### src/flash_seq_pkg.sv
// constants, command codes and states for the flash access command sequencer
package flash_seq_pkg;

   // ---------------------------------------------------------------
   // flash partition start addresses (byte addresses)
   // ---------------------------------------------------------------
   localparam logic [31:0] FACTORY_IMAGE_ADDR       = 32'h0011_0000;
   localparam logic [31:0] POINTER_BLOCK_COPY0_ADDR = 32'h002E_4000;
   localparam logic [31:0] POINTER_BLOCK_COPY1_ADDR = 32'h002E_C000;
   localparam logic [31:0] APP_IMAGE1_ADDR          = 32'h002F_4000;

   // ---------------------------------------------------------------
   // widths and timing
   // ---------------------------------------------------------------
   localparam int          ADDR_W          = 32;   // flash byte address width
   localparam int          DATA_W          = 32;   // mailbox word width
   localparam int          CLIENT_W        = 2;    // host identity width
   localparam int          CS_W            = 2;    // flash chip select field width
   localparam logic [3:0]  FAST_READ_DUMMY = 4'h f; // dummy clocks for fast read
   localparam logic [3:0]  NO_DUMMY        = 4'h 0; // other operations

   // ---------------------------------------------------------------
   // mailbox command codes
   // ---------------------------------------------------------------
   typedef enum logic [3:0] {
      CMD_OPEN          = 4'h 1,
      CMD_SET_CS        = 4'h 2,
      CMD_READ          = 4'h 3,
      CMD_WRITE         = 4'h 4,
      CMD_ERASE         = 4'h 5,
      CMD_READ_DEV_REG  = 4'h 6,
      CMD_WRITE_DEV_REG = 4'h 7,
      CMD_RAW_OP        = 4'h 8,
      CMD_IMAGE_UPDATE  = 4'h 9,
      CMD_CLOSE         = 4'h a,
      CMD_STATUS        = 4'h b
   } cmd_e;

   // ---------------------------------------------------------------
   // response codes
   // ---------------------------------------------------------------
   localparam logic [2:0] RSP_OK        = 3'h 0; // done
   localparam logic [2:0] RSP_BUSY      = 3'h 1; // interface held by another host
   localparam logic [2:0] RSP_NOT_OWNER = 3'h 2; // interface not opened by this host
   localparam logic [2:0] RSP_NO_CS     = 3'h 3; // chip select needed first
   localparam logic [2:0] RSP_BAD_CMD   = 3'h 4; // unknown command code

   // ---------------------------------------------------------------
   // sequencer states, one-hot
   // ---------------------------------------------------------------
   typedef enum logic [2:0] {
      ST_IDLE  = 3'b001,
      ST_FLASH = 3'b010,
      ST_RESP  = 3'b100
   } state_e;

endpackage : flash_seq_pkg

### src/flash_access_command_sequencer.sv
// flash access command sequencer with user-mode reset release
`timescale 1ns/10ps
`default_nettype none

module flash_access_command_sequencer (
   input  wire logic                  core_clk_i,      // 40 MHz core clock
   input  wire logic                  arst_n_i,        // async reset, active low
   input  wire logic                  init_done_n_i,   // config done, low in user mode
   input  wire logic                  force_factory_i, // pin: boot factory image
   input  wire logic                  as_x4_boot_i,    // pin: booted in x4 active serial
   input  wire logic                  cmd_valid_i,     // mailbox command present
   input  wire logic [3:0]            cmd_code_i,      // command code
   input  wire logic [1:0]            cmd_client_i,    // issuing host identity
   input  wire logic [31:0]           cmd_addr_i,      // flash byte address
   input  wire logic [31:0]           cmd_data_i,      // write data or chip select
   output logic                       cmd_ready_o,     // command taken when high
   output logic                       rsp_valid_o,     // one-cycle response pulse
   output logic [2:0]                 rsp_code_o,      // response code
   output logic [31:0]                rsp_data_o,      // read data or status
   output logic                       user_rst_n_o,    // released user reset
   output logic                       reconfig_o,      // one-cycle reconfigure request
   output logic                       flash_req_o,     // flash operation request
   output logic [3:0]                 flash_op_o,      // flash operation code
   output logic [1:0]                 flash_cs_o,      // selected flash chip
   output logic [31:0]                flash_addr_o,    // flash byte address
   output logic [31:0]                flash_wdata_o,   // flash write data
   output logic [3:0]                 flash_dummy_o,   // dummy clocks before data
   input  wire logic                  flash_done_i,    // flash operation finished
   input  wire logic [31:0]           flash_rdata_i    // flash read data
);

   // ---------------------------------------------------------------
   // reset release synchroniser
   // ---------------------------------------------------------------
   logic rst_s1_reg;   // first stage, read only by second
   logic rst_s2_reg;   // second stage, user mode reset released
   wire  rst_gate_n;   // synchroniser reset, held while not in user mode

   assign rst_gate_n = arst_n_i & ~init_done_n_i;

   always_ff @(posedge core_clk_i or negedge rst_gate_n) begin
      if (!rst_gate_n) begin
         rst_s1_reg <= 1'b0;
         rst_s2_reg <= 1'b0;
      end else begin
         rst_s1_reg <= 1'b1;
         rst_s2_reg <= rst_s1_reg;
      end
   end

   assign user_rst_n_o = rst_s2_reg;

   // ---------------------------------------------------------------
   // pin synchronisers
   // ---------------------------------------------------------------
   logic [1:0] factory_sync_reg;   // force factory pin, two stages
   logic [1:0] x4_sync_reg;        // x4 boot pin, two stages

   // two flops on each strap pin before use
   always_ff @(posedge core_clk_i or negedge arst_n_i) begin
      if (!arst_n_i) begin
         factory_sync_reg <= 2'h 0;
         x4_sync_reg      <= 2'h 0;
      end else begin
         factory_sync_reg <= {factory_sync_reg[0], force_factory_i};
         x4_sync_reg      <= {x4_sync_reg[0], as_x4_boot_i};
      end
   end

   // ---------------------------------------------------------------
   // state and decode
   // ---------------------------------------------------------------
   flash_seq_pkg::state_e state_reg;       // sequencer state
   flash_seq_pkg::state_e state_next;      // next state
   logic                  boot_done_reg;   // boot image captured
   logic [31:0]           cur_image_reg;   // running image start address
   logic                  lock_reg;        // flash interface reserved
   logic [1:0]            owner_reg;       // host holding the interface
   logic                  cs_set_reg;      // chip select given since open
   logic [1:0]            cs_reg;          // selected chip

   wire accept;        // command taken this cycle
   wire owner_ok;      // issuer holds the interface
   wire cs_ok;         // chip select satisfied
   wire is_flash_cmd;  // command needs the flash
   wire go_flash;      // start a flash operation
   wire [2:0] chk_code; // response code for every accepted command
   wire [31:0] boot_addr; // image chosen at boot

   assign accept = cmd_valid_i & cmd_ready_o & (state_reg == flash_seq_pkg::ST_IDLE);

   // only the opener may use the interface
   assign owner_ok = lock_reg & (owner_reg == cmd_client_i);

   // chip select mandatory outside x4 boot
   assign cs_ok = x4_sync_reg[1] | cs_set_reg;

   assign is_flash_cmd = (cmd_code_i >= flash_seq_pkg::CMD_READ) &&
                         (cmd_code_i <= flash_seq_pkg::CMD_RAW_OP);

   assign go_flash = is_flash_cmd & owner_ok & cs_ok;

   // response code for every command path
   assign chk_code =
      (cmd_code_i == flash_seq_pkg::CMD_STATUS) ? flash_seq_pkg::RSP_OK :
      (cmd_code_i == flash_seq_pkg::CMD_OPEN) ?
         ((lock_reg & ~owner_ok) ? flash_seq_pkg::RSP_BUSY : flash_seq_pkg::RSP_OK) :
      ((cmd_code_i == flash_seq_pkg::CMD_CLOSE) || (cmd_code_i == flash_seq_pkg::CMD_SET_CS)) ?
         (owner_ok ? flash_seq_pkg::RSP_OK : flash_seq_pkg::RSP_NOT_OWNER) :
      (is_flash_cmd || (cmd_code_i == flash_seq_pkg::CMD_IMAGE_UPDATE)) ?
         (!owner_ok ? flash_seq_pkg::RSP_NOT_OWNER :
          !cs_ok    ? flash_seq_pkg::RSP_NO_CS : flash_seq_pkg::RSP_OK) :
      flash_seq_pkg::RSP_BAD_CMD;

   assign boot_addr = factory_sync_reg[1] ? flash_seq_pkg::FACTORY_IMAGE_ADDR :
                                            flash_seq_pkg::APP_IMAGE1_ADDR;

   // next state selection
   always_comb begin
      state_next = state_reg;
      unique case (state_reg)
         flash_seq_pkg::ST_IDLE: begin
            if (accept) begin
               state_next = go_flash ? flash_seq_pkg::ST_FLASH : flash_seq_pkg::ST_RESP;
            end
         end
         flash_seq_pkg::ST_FLASH: begin
            if (flash_done_i) begin
               state_next = flash_seq_pkg::ST_RESP;
            end
         end
         flash_seq_pkg::ST_RESP: begin
            state_next = flash_seq_pkg::ST_IDLE;
         end
         default: begin
            state_next = flash_seq_pkg::ST_IDLE;
         end
      endcase
   end

   // ---------------------------------------------------------------
   // sequencer state and ownership
   // ---------------------------------------------------------------
   // held idle until user mode
   always_ff @(posedge core_clk_i or negedge arst_n_i) begin
      if (!arst_n_i) begin
         state_reg     <= flash_seq_pkg::ST_IDLE;
         boot_done_reg <= 1'b0;
         cur_image_reg <= 32'h 0000_0000;
         cmd_ready_o   <= 1'b0;
      end else if (!rst_s2_reg) begin
         state_reg     <= flash_seq_pkg::ST_IDLE;
         boot_done_reg <= 1'b0;
         cmd_ready_o   <= 1'b0;
      end else begin
         state_reg   <= state_next;
         cmd_ready_o <= boot_done_reg & (state_next == flash_seq_pkg::ST_IDLE);
         // capture the boot image once after release
         if (!boot_done_reg) begin
            boot_done_reg <= 1'b1;
            cur_image_reg <= boot_addr;
         end else if (accept && (cmd_code_i == flash_seq_pkg::CMD_IMAGE_UPDATE) &&
                      (chk_code == flash_seq_pkg::RSP_OK)) begin
            cur_image_reg <= cmd_addr_i;
         end
      end
   end

   // reservation held from open to close or image update
   always_ff @(posedge core_clk_i or negedge arst_n_i) begin
      if (!arst_n_i) begin
         lock_reg   <= 1'b0;
         owner_reg  <= 2'h 0;
         cs_set_reg <= 1'b0;
         cs_reg     <= 2'h 0;
      end else if (!rst_s2_reg) begin
         lock_reg   <= 1'b0;
         cs_set_reg <= 1'b0;
      end else if (accept && (chk_code == flash_seq_pkg::RSP_OK)) begin
         unique case (cmd_code_i)
            flash_seq_pkg::CMD_OPEN: begin
               lock_reg   <= 1'b1;
               owner_reg  <= cmd_client_i;
               cs_set_reg <= 1'b0;
            end
            flash_seq_pkg::CMD_CLOSE: begin
               lock_reg   <= 1'b0;
               cs_set_reg <= 1'b0;
            end
            flash_seq_pkg::CMD_SET_CS: begin
               cs_set_reg <= 1'b1;
               cs_reg     <= cmd_data_i[1:0];
            end
            // reconfiguration drops the reservation
            flash_seq_pkg::CMD_IMAGE_UPDATE: begin
               lock_reg   <= 1'b0;
               cs_set_reg <= 1'b0;
            end
            default: begin
               lock_reg <= lock_reg;
            end
         endcase
      end
   end

   // ---------------------------------------------------------------
   // flash request and responses
   // ---------------------------------------------------------------
   // flash request held until done, response pulse one cycle
   always_ff @(posedge core_clk_i or negedge arst_n_i) begin
      if (!arst_n_i) begin
         flash_req_o   <= 1'b0;
         flash_op_o    <= 4'h 0;
         flash_cs_o    <= 2'h 0;
         flash_addr_o  <= 32'h 0000_0000;
         flash_wdata_o <= 32'h 0000_0000;
         flash_dummy_o <= 4'h 0;
         rsp_valid_o   <= 1'b0;
         rsp_code_o    <= 3'h 0;
         rsp_data_o    <= 32'h 0000_0000;
         reconfig_o    <= 1'b0;
      end else begin
         rsp_valid_o <= (state_next == flash_seq_pkg::ST_RESP) & rst_s2_reg;
         reconfig_o  <= accept & (cmd_code_i == flash_seq_pkg::CMD_IMAGE_UPDATE) &
                        (chk_code == flash_seq_pkg::RSP_OK);
         if (accept) begin
            rsp_code_o <= chk_code;
            rsp_data_o <= (cmd_code_i == flash_seq_pkg::CMD_STATUS) ? cur_image_reg :
                                                                     32'h 0000_0000;
         end
         if (accept && go_flash) begin
            flash_req_o   <= 1'b1;
            flash_op_o    <= cmd_code_i;
            flash_cs_o    <= cs_reg;
            flash_addr_o  <= cmd_addr_i;
            flash_wdata_o <= cmd_data_i;
            flash_dummy_o <= (cmd_code_i == flash_seq_pkg::CMD_READ) ?
                             flash_seq_pkg::FAST_READ_DUMMY : flash_seq_pkg::NO_DUMMY;
         end else if ((state_reg == flash_seq_pkg::ST_FLASH) && flash_done_i) begin
            flash_req_o <= 1'b0;
            rsp_data_o  <= flash_rdata_i;
         end
      end
   end

endmodule : flash_access_command_sequencer

`default_nettype wire

### config.mk
export PLATFORM = sky130hd
export DESIGN_NAME = flash_access_command_sequencer
export DESIGN_NICKNAME = d
export VERILOG_FILES = /design/src/flash_seq_pkg.sv /design/src/flash_access_command_sequencer.sv
export SDC_FILE = /design/constraint.sdc
export NUM_CORES = 1
export LEC_CHECK = 0
export BUFFER_PORTS_ARGS = -buffer_cell sky130_fd_sc_hd__buf_2
export CAP_MARGIN = 30
export CORE_ASPECT_RATIO = 1.4
export CORE_MARGIN = 2
export CORE_UTILIZATION = 45
export DETAILED_ROUTE_END_ITERATION = 8
export GPL_ROUTABILITY_DRIVEN = 0
export PLACE_DENSITY = 0.73
export SLEW_MARGIN = 20
export SYNTH_ARGS = -nofsm -noshare
export SYNTH_HDL_FRONTEND = slang
export SYNTH_SLANG_ARGS = --single-unit
### constraint.sdc
create_clock -name core_clk_i -period 3.24 [get_ports core_clk_i]
set_clock_uncertainty 0.2 [all_clocks]
set_input_delay 0.162 -clock core_clk_i [delete_from_list [all_inputs] [get_ports core_clk_i]]
set_output_delay 0.162 -clock core_clk_i [all_outputs]
set_load 0.05 [all_outputs]
==> summary.txt <==
Outcome
  • Status: complete, no violations

STA
  • Setup TNS: 0 ns
  • Rel. slew slack: 0.5080
  • Max Clock Freq: 382.0 MHz
  • Minimum clock period: 2.618 ns
  • Slew Viols, Final: 0
  • Setup-failing EPs final: 0
  • Worst slew pin tran: 0.7380 ns
  • Final-report hold violation count: 0
  • RSZ-0062 raised after global routing: no
  • Fin crit share: 0.8080

Worst setup path
  • Critical Path AT: 2.70 ns
  • Worst path bufs/invs: 2
  • CP Capture Type: register
  • Cell Chain, Critical Path: and4bb_1 -> nand2_1 -> a221oi_2 -> nand3_4 -> inv_2 -> o21ai_2 -> buf_8 -> a22o_1
  • Crit-path max FO: 15
  • Largest delay share family, worst path: compound AO/OA/AOI/OAI gates
  • Max incr delay on CP: 0.52 ns
  • CP max-delay cell: dfstp_2
  • CP Class: reg -> reg
  • Worst Path Required: 3.33 ns
  • Startpoint Class: register

Power and ir drop
  • Clock Power Share: 0.456
  • Sw frac: 0.2279
  • Pwr/cell area: 469.9 nW/um^2
  • Lkg Pwr: 5.211 nW
  • NetSw: 1.004 mW
  • Seq pwr share: 0.459
  • Max VDD drop: 293.6 uV
  • Combinational share of power: 0.085
  • Tot Pwr: 4.407 mW
  • Internal Power: 3.402 mW

Floorplan
  • Initial core utilization: 0.4618
  • Site Rows: 51
  • Die X: 105.2 um
  • Die Y: 145.7 um
  • Core Area: 13,970 sq um
  • Die area: 15,330 sq um
  • Num ports: 223

Yosys
  • Top cell type's share of synthesized area: 0.6088
  • Avg Inst Size Synth: 9.808 sq um
  • Netlist cell types: 46
  • Syn nets: 767
  • Yosys top cell by area: dfrtp_1
  • Adder-Cell Fraction of Synth Area: 0
  • Post-Synthesis Cells: 658
  • Async S/R FF share, synth: 1.000
  • Synthesized area: 6454 sq um
  • Mux cell area share after synthesis: 0.006979
  • Yosys warns: 0
  • Register area share after synthesis: 0.6128
  • Largest family of logic cells by synthesized area: simple AND/OR/NAND/NOR gates
  • Synth area leaders: dfrtp_1 (61%), nand2_1 (15%), and3_1 (3.3%)
  • Flops & latches, synth: 158
  • Main synth FF type: dfrtp_1
  • Synth Area in XOR/XNOR: 0.002714
  • Synth Area in Compound Gates: 0.1231
  • Number of synthesized flops with an enable pin: 0
  • Post-Synth Simple-Gate Area: 0.2169

Routing
  • Vias: 5,944
  • Number of DRC markers in iteration 0: 293
  • DR vias/cell: 5.054
  • Drt total wl: 18.52 mm
  • # DRC: 0
  • Pre-Repair DR Iteration Count: 4
  • WL/cell: 15.74 um
  • Final ANT Viol Nets: 0

Final layout
  • Layout cell share with drive strength beyond 1: 0.2866
  • Multi-input gate area: 2266 sq um
  • Layout area overhead: 45.31%
  • N_diodes: 0
  • FILL cells: 1,050
  • Nets@finish: 1,087
  • Register area: 3955 sq um

Placement
  • Post-DP HPWL: 11.64 mm
  • Port-buffer cells: 222

Clock tree
  • Root buffer cell: clkbuf_16
  • Clock Latency Late Sink: 0.41 ns
  • CTS tree: done
  • Clock sink count: 158
  • Clock buffer depth: 2
  • Reg clk slew, reported paths: 0.06 ns
  • Total CTS buffers: 17
  • Post-CTS sizing: 0
  • Post-CTS setup buffer count: 0
  • H-Tree Depth: 4

Global routing
  • Initial antenna violation count: 0
  • GRT met2 Usage: 0.4290
  • Remaining Overflow, GRT: 0
  • First-pass GRT wire length: 30.25 mm
  • Met1 usage: 0.2906
  • Largest net degree at the start of global routing: 81
  • Vias in the first global route: 6,061
  • Global route hottest layer: met2
  • Met3 usage: 0.04926
  • Tot GR Track Use: 0.2473

Job
  • Max-cap violations: 0

Min path
  • HP Class: in -> async
metrics by stage:
stage / hold WS, ns / util / worst slack (ns) / cell area [sq um] / instances
final: 0.01686 / 0.6711 / 0.6222 / 9378 / 1176
after global routing: 0.03851 / 0.6711 / 0.4763 / 9378 / 1176
after CTS: 0.01119 / 0.6700 / 0.4957 / 9363 / 1175
after detailed placement: -0.1073 / 0.5506 / 0.5076 / 7695 / 1036
after global placement: -0.1161 / 0.5506 / 0.6262 / 7695 / 1036
after floorplan: -0.3336 / - / 0.9489 / 6454 / 658
cell usage after synthesis (5+ instances only):
master and number:
and2_1 5, clkbuf_1 28, a21oi_1 33, o31ai_1 6, a22o_1 24, nor2_1 13, and3_1 34, buf_6 6
a2bb2oi_1 6, nand2_1 256, o21ai_0 36, dfrtp_1 157
placed cells by master (no fill, tap or decap), types with 2 or more instances in the layout:
| cell type | count |
|---|---|
| nand2_1 | 256 |
| buf_2 | 221 |
| dfrtp_1 | 157 |
| dlygate4sd3_1 | 107 |
| o21ai_0 | 36 |
| and3_1 | 34 |
| a21oi_1 | 33 |
| a22o_1 | 24 |
| clkbuf_16 | 17 |
| nor2_1 | 12 |
| buf_4 | 12 |
| o31ai_1 | 6 |
| a2bb2oi_1 | 6 |
| and2_1 | 4 |
| mux2_2 | 4 |
| clkinvlp_4 | 4 |
| inv_6 | 4 |
| inv_1 | 3 |
| nor2b_1 | 3 |
| nand4_1 | 3 |
| clkbuf_1 | 3 |
| bufinv_16 | 3 |
| nor2_2 | 2 |
| o32a_1 | 2 |
| xnor2_1 | 2 |
| o21ai_2 | 2 |
| nor3_1 | 2 |
| o21ai_1 | 2 |
power groups by stage:
stage	Sequential, mW	Clock [mW]	Combinational [mW]
after floorplan	2.10	0	0.0705
after global placement	2.06	0	0.269
after detailed placement	2.06	0	0.270
after CTS	2.02	2.05	0.371
after global routing	2.03	2.16	0.405
final	2.02	2.01	0.374
final timing paths:
check                               startpoint                   to  slack (ns)  depth (start not counted)
setup / recovery                  state_reg[0]     cur_image_reg[7]        0.62                          8
hold / removal                   init_done_n_i           rst_s1_reg        0.02                          3
setup reg to reg                  state_reg[0]     cur_image_reg[7]        0.62                          8
hold reg to reg            factory_sync_reg[0]  factory_sync_reg[1]        0.15                          0
max in group asynchronous             arst_n_i    flash_wdata_o[28]        1.92                          3
min in group core_clk_i    factory_sync_reg[0]  factory_sync_reg[1]        0.15                          0
cell type report:
class,count,share of cell area
Sequential cell,158,0.4217
Timing Repair Buffer,343,0.2467
Multi-Input combinational cell,454,0.2416
Clock buffer,20,0.04656
Tap cell,185,0.02468
Clock inverter,12,0.01708
Inverter,4,0.001601
routing by layer:
metal	vias to the layer above	wire length, um
met5	-	0
met1	2830	7180
met4	0	861
li1	2832	-
met3	63	786
met2	219	9687
worst reg2reg max path: cells and delay by family (launching register included):
family          cells  cell delay (ns)
flops               1             0.52
buf+inv             2             0.40
simple gates        3             0.57
compound gates      3             0.80
timing repair:
item                                   CTS  global route
hold buffers                           107             0
endpoints found under the hold margin  218             0
setup endpoints to repair                0             0
cell families (layout without fill, tap and decap cells):
group,count (synthesis),after routing
compound gates,121,121
xor+xnor,2,2
buf+inv,46,379
flops,158,158
mux,4,4
other cells,1,1
simple gates,326,326
(Power assumes the default switching activity.)
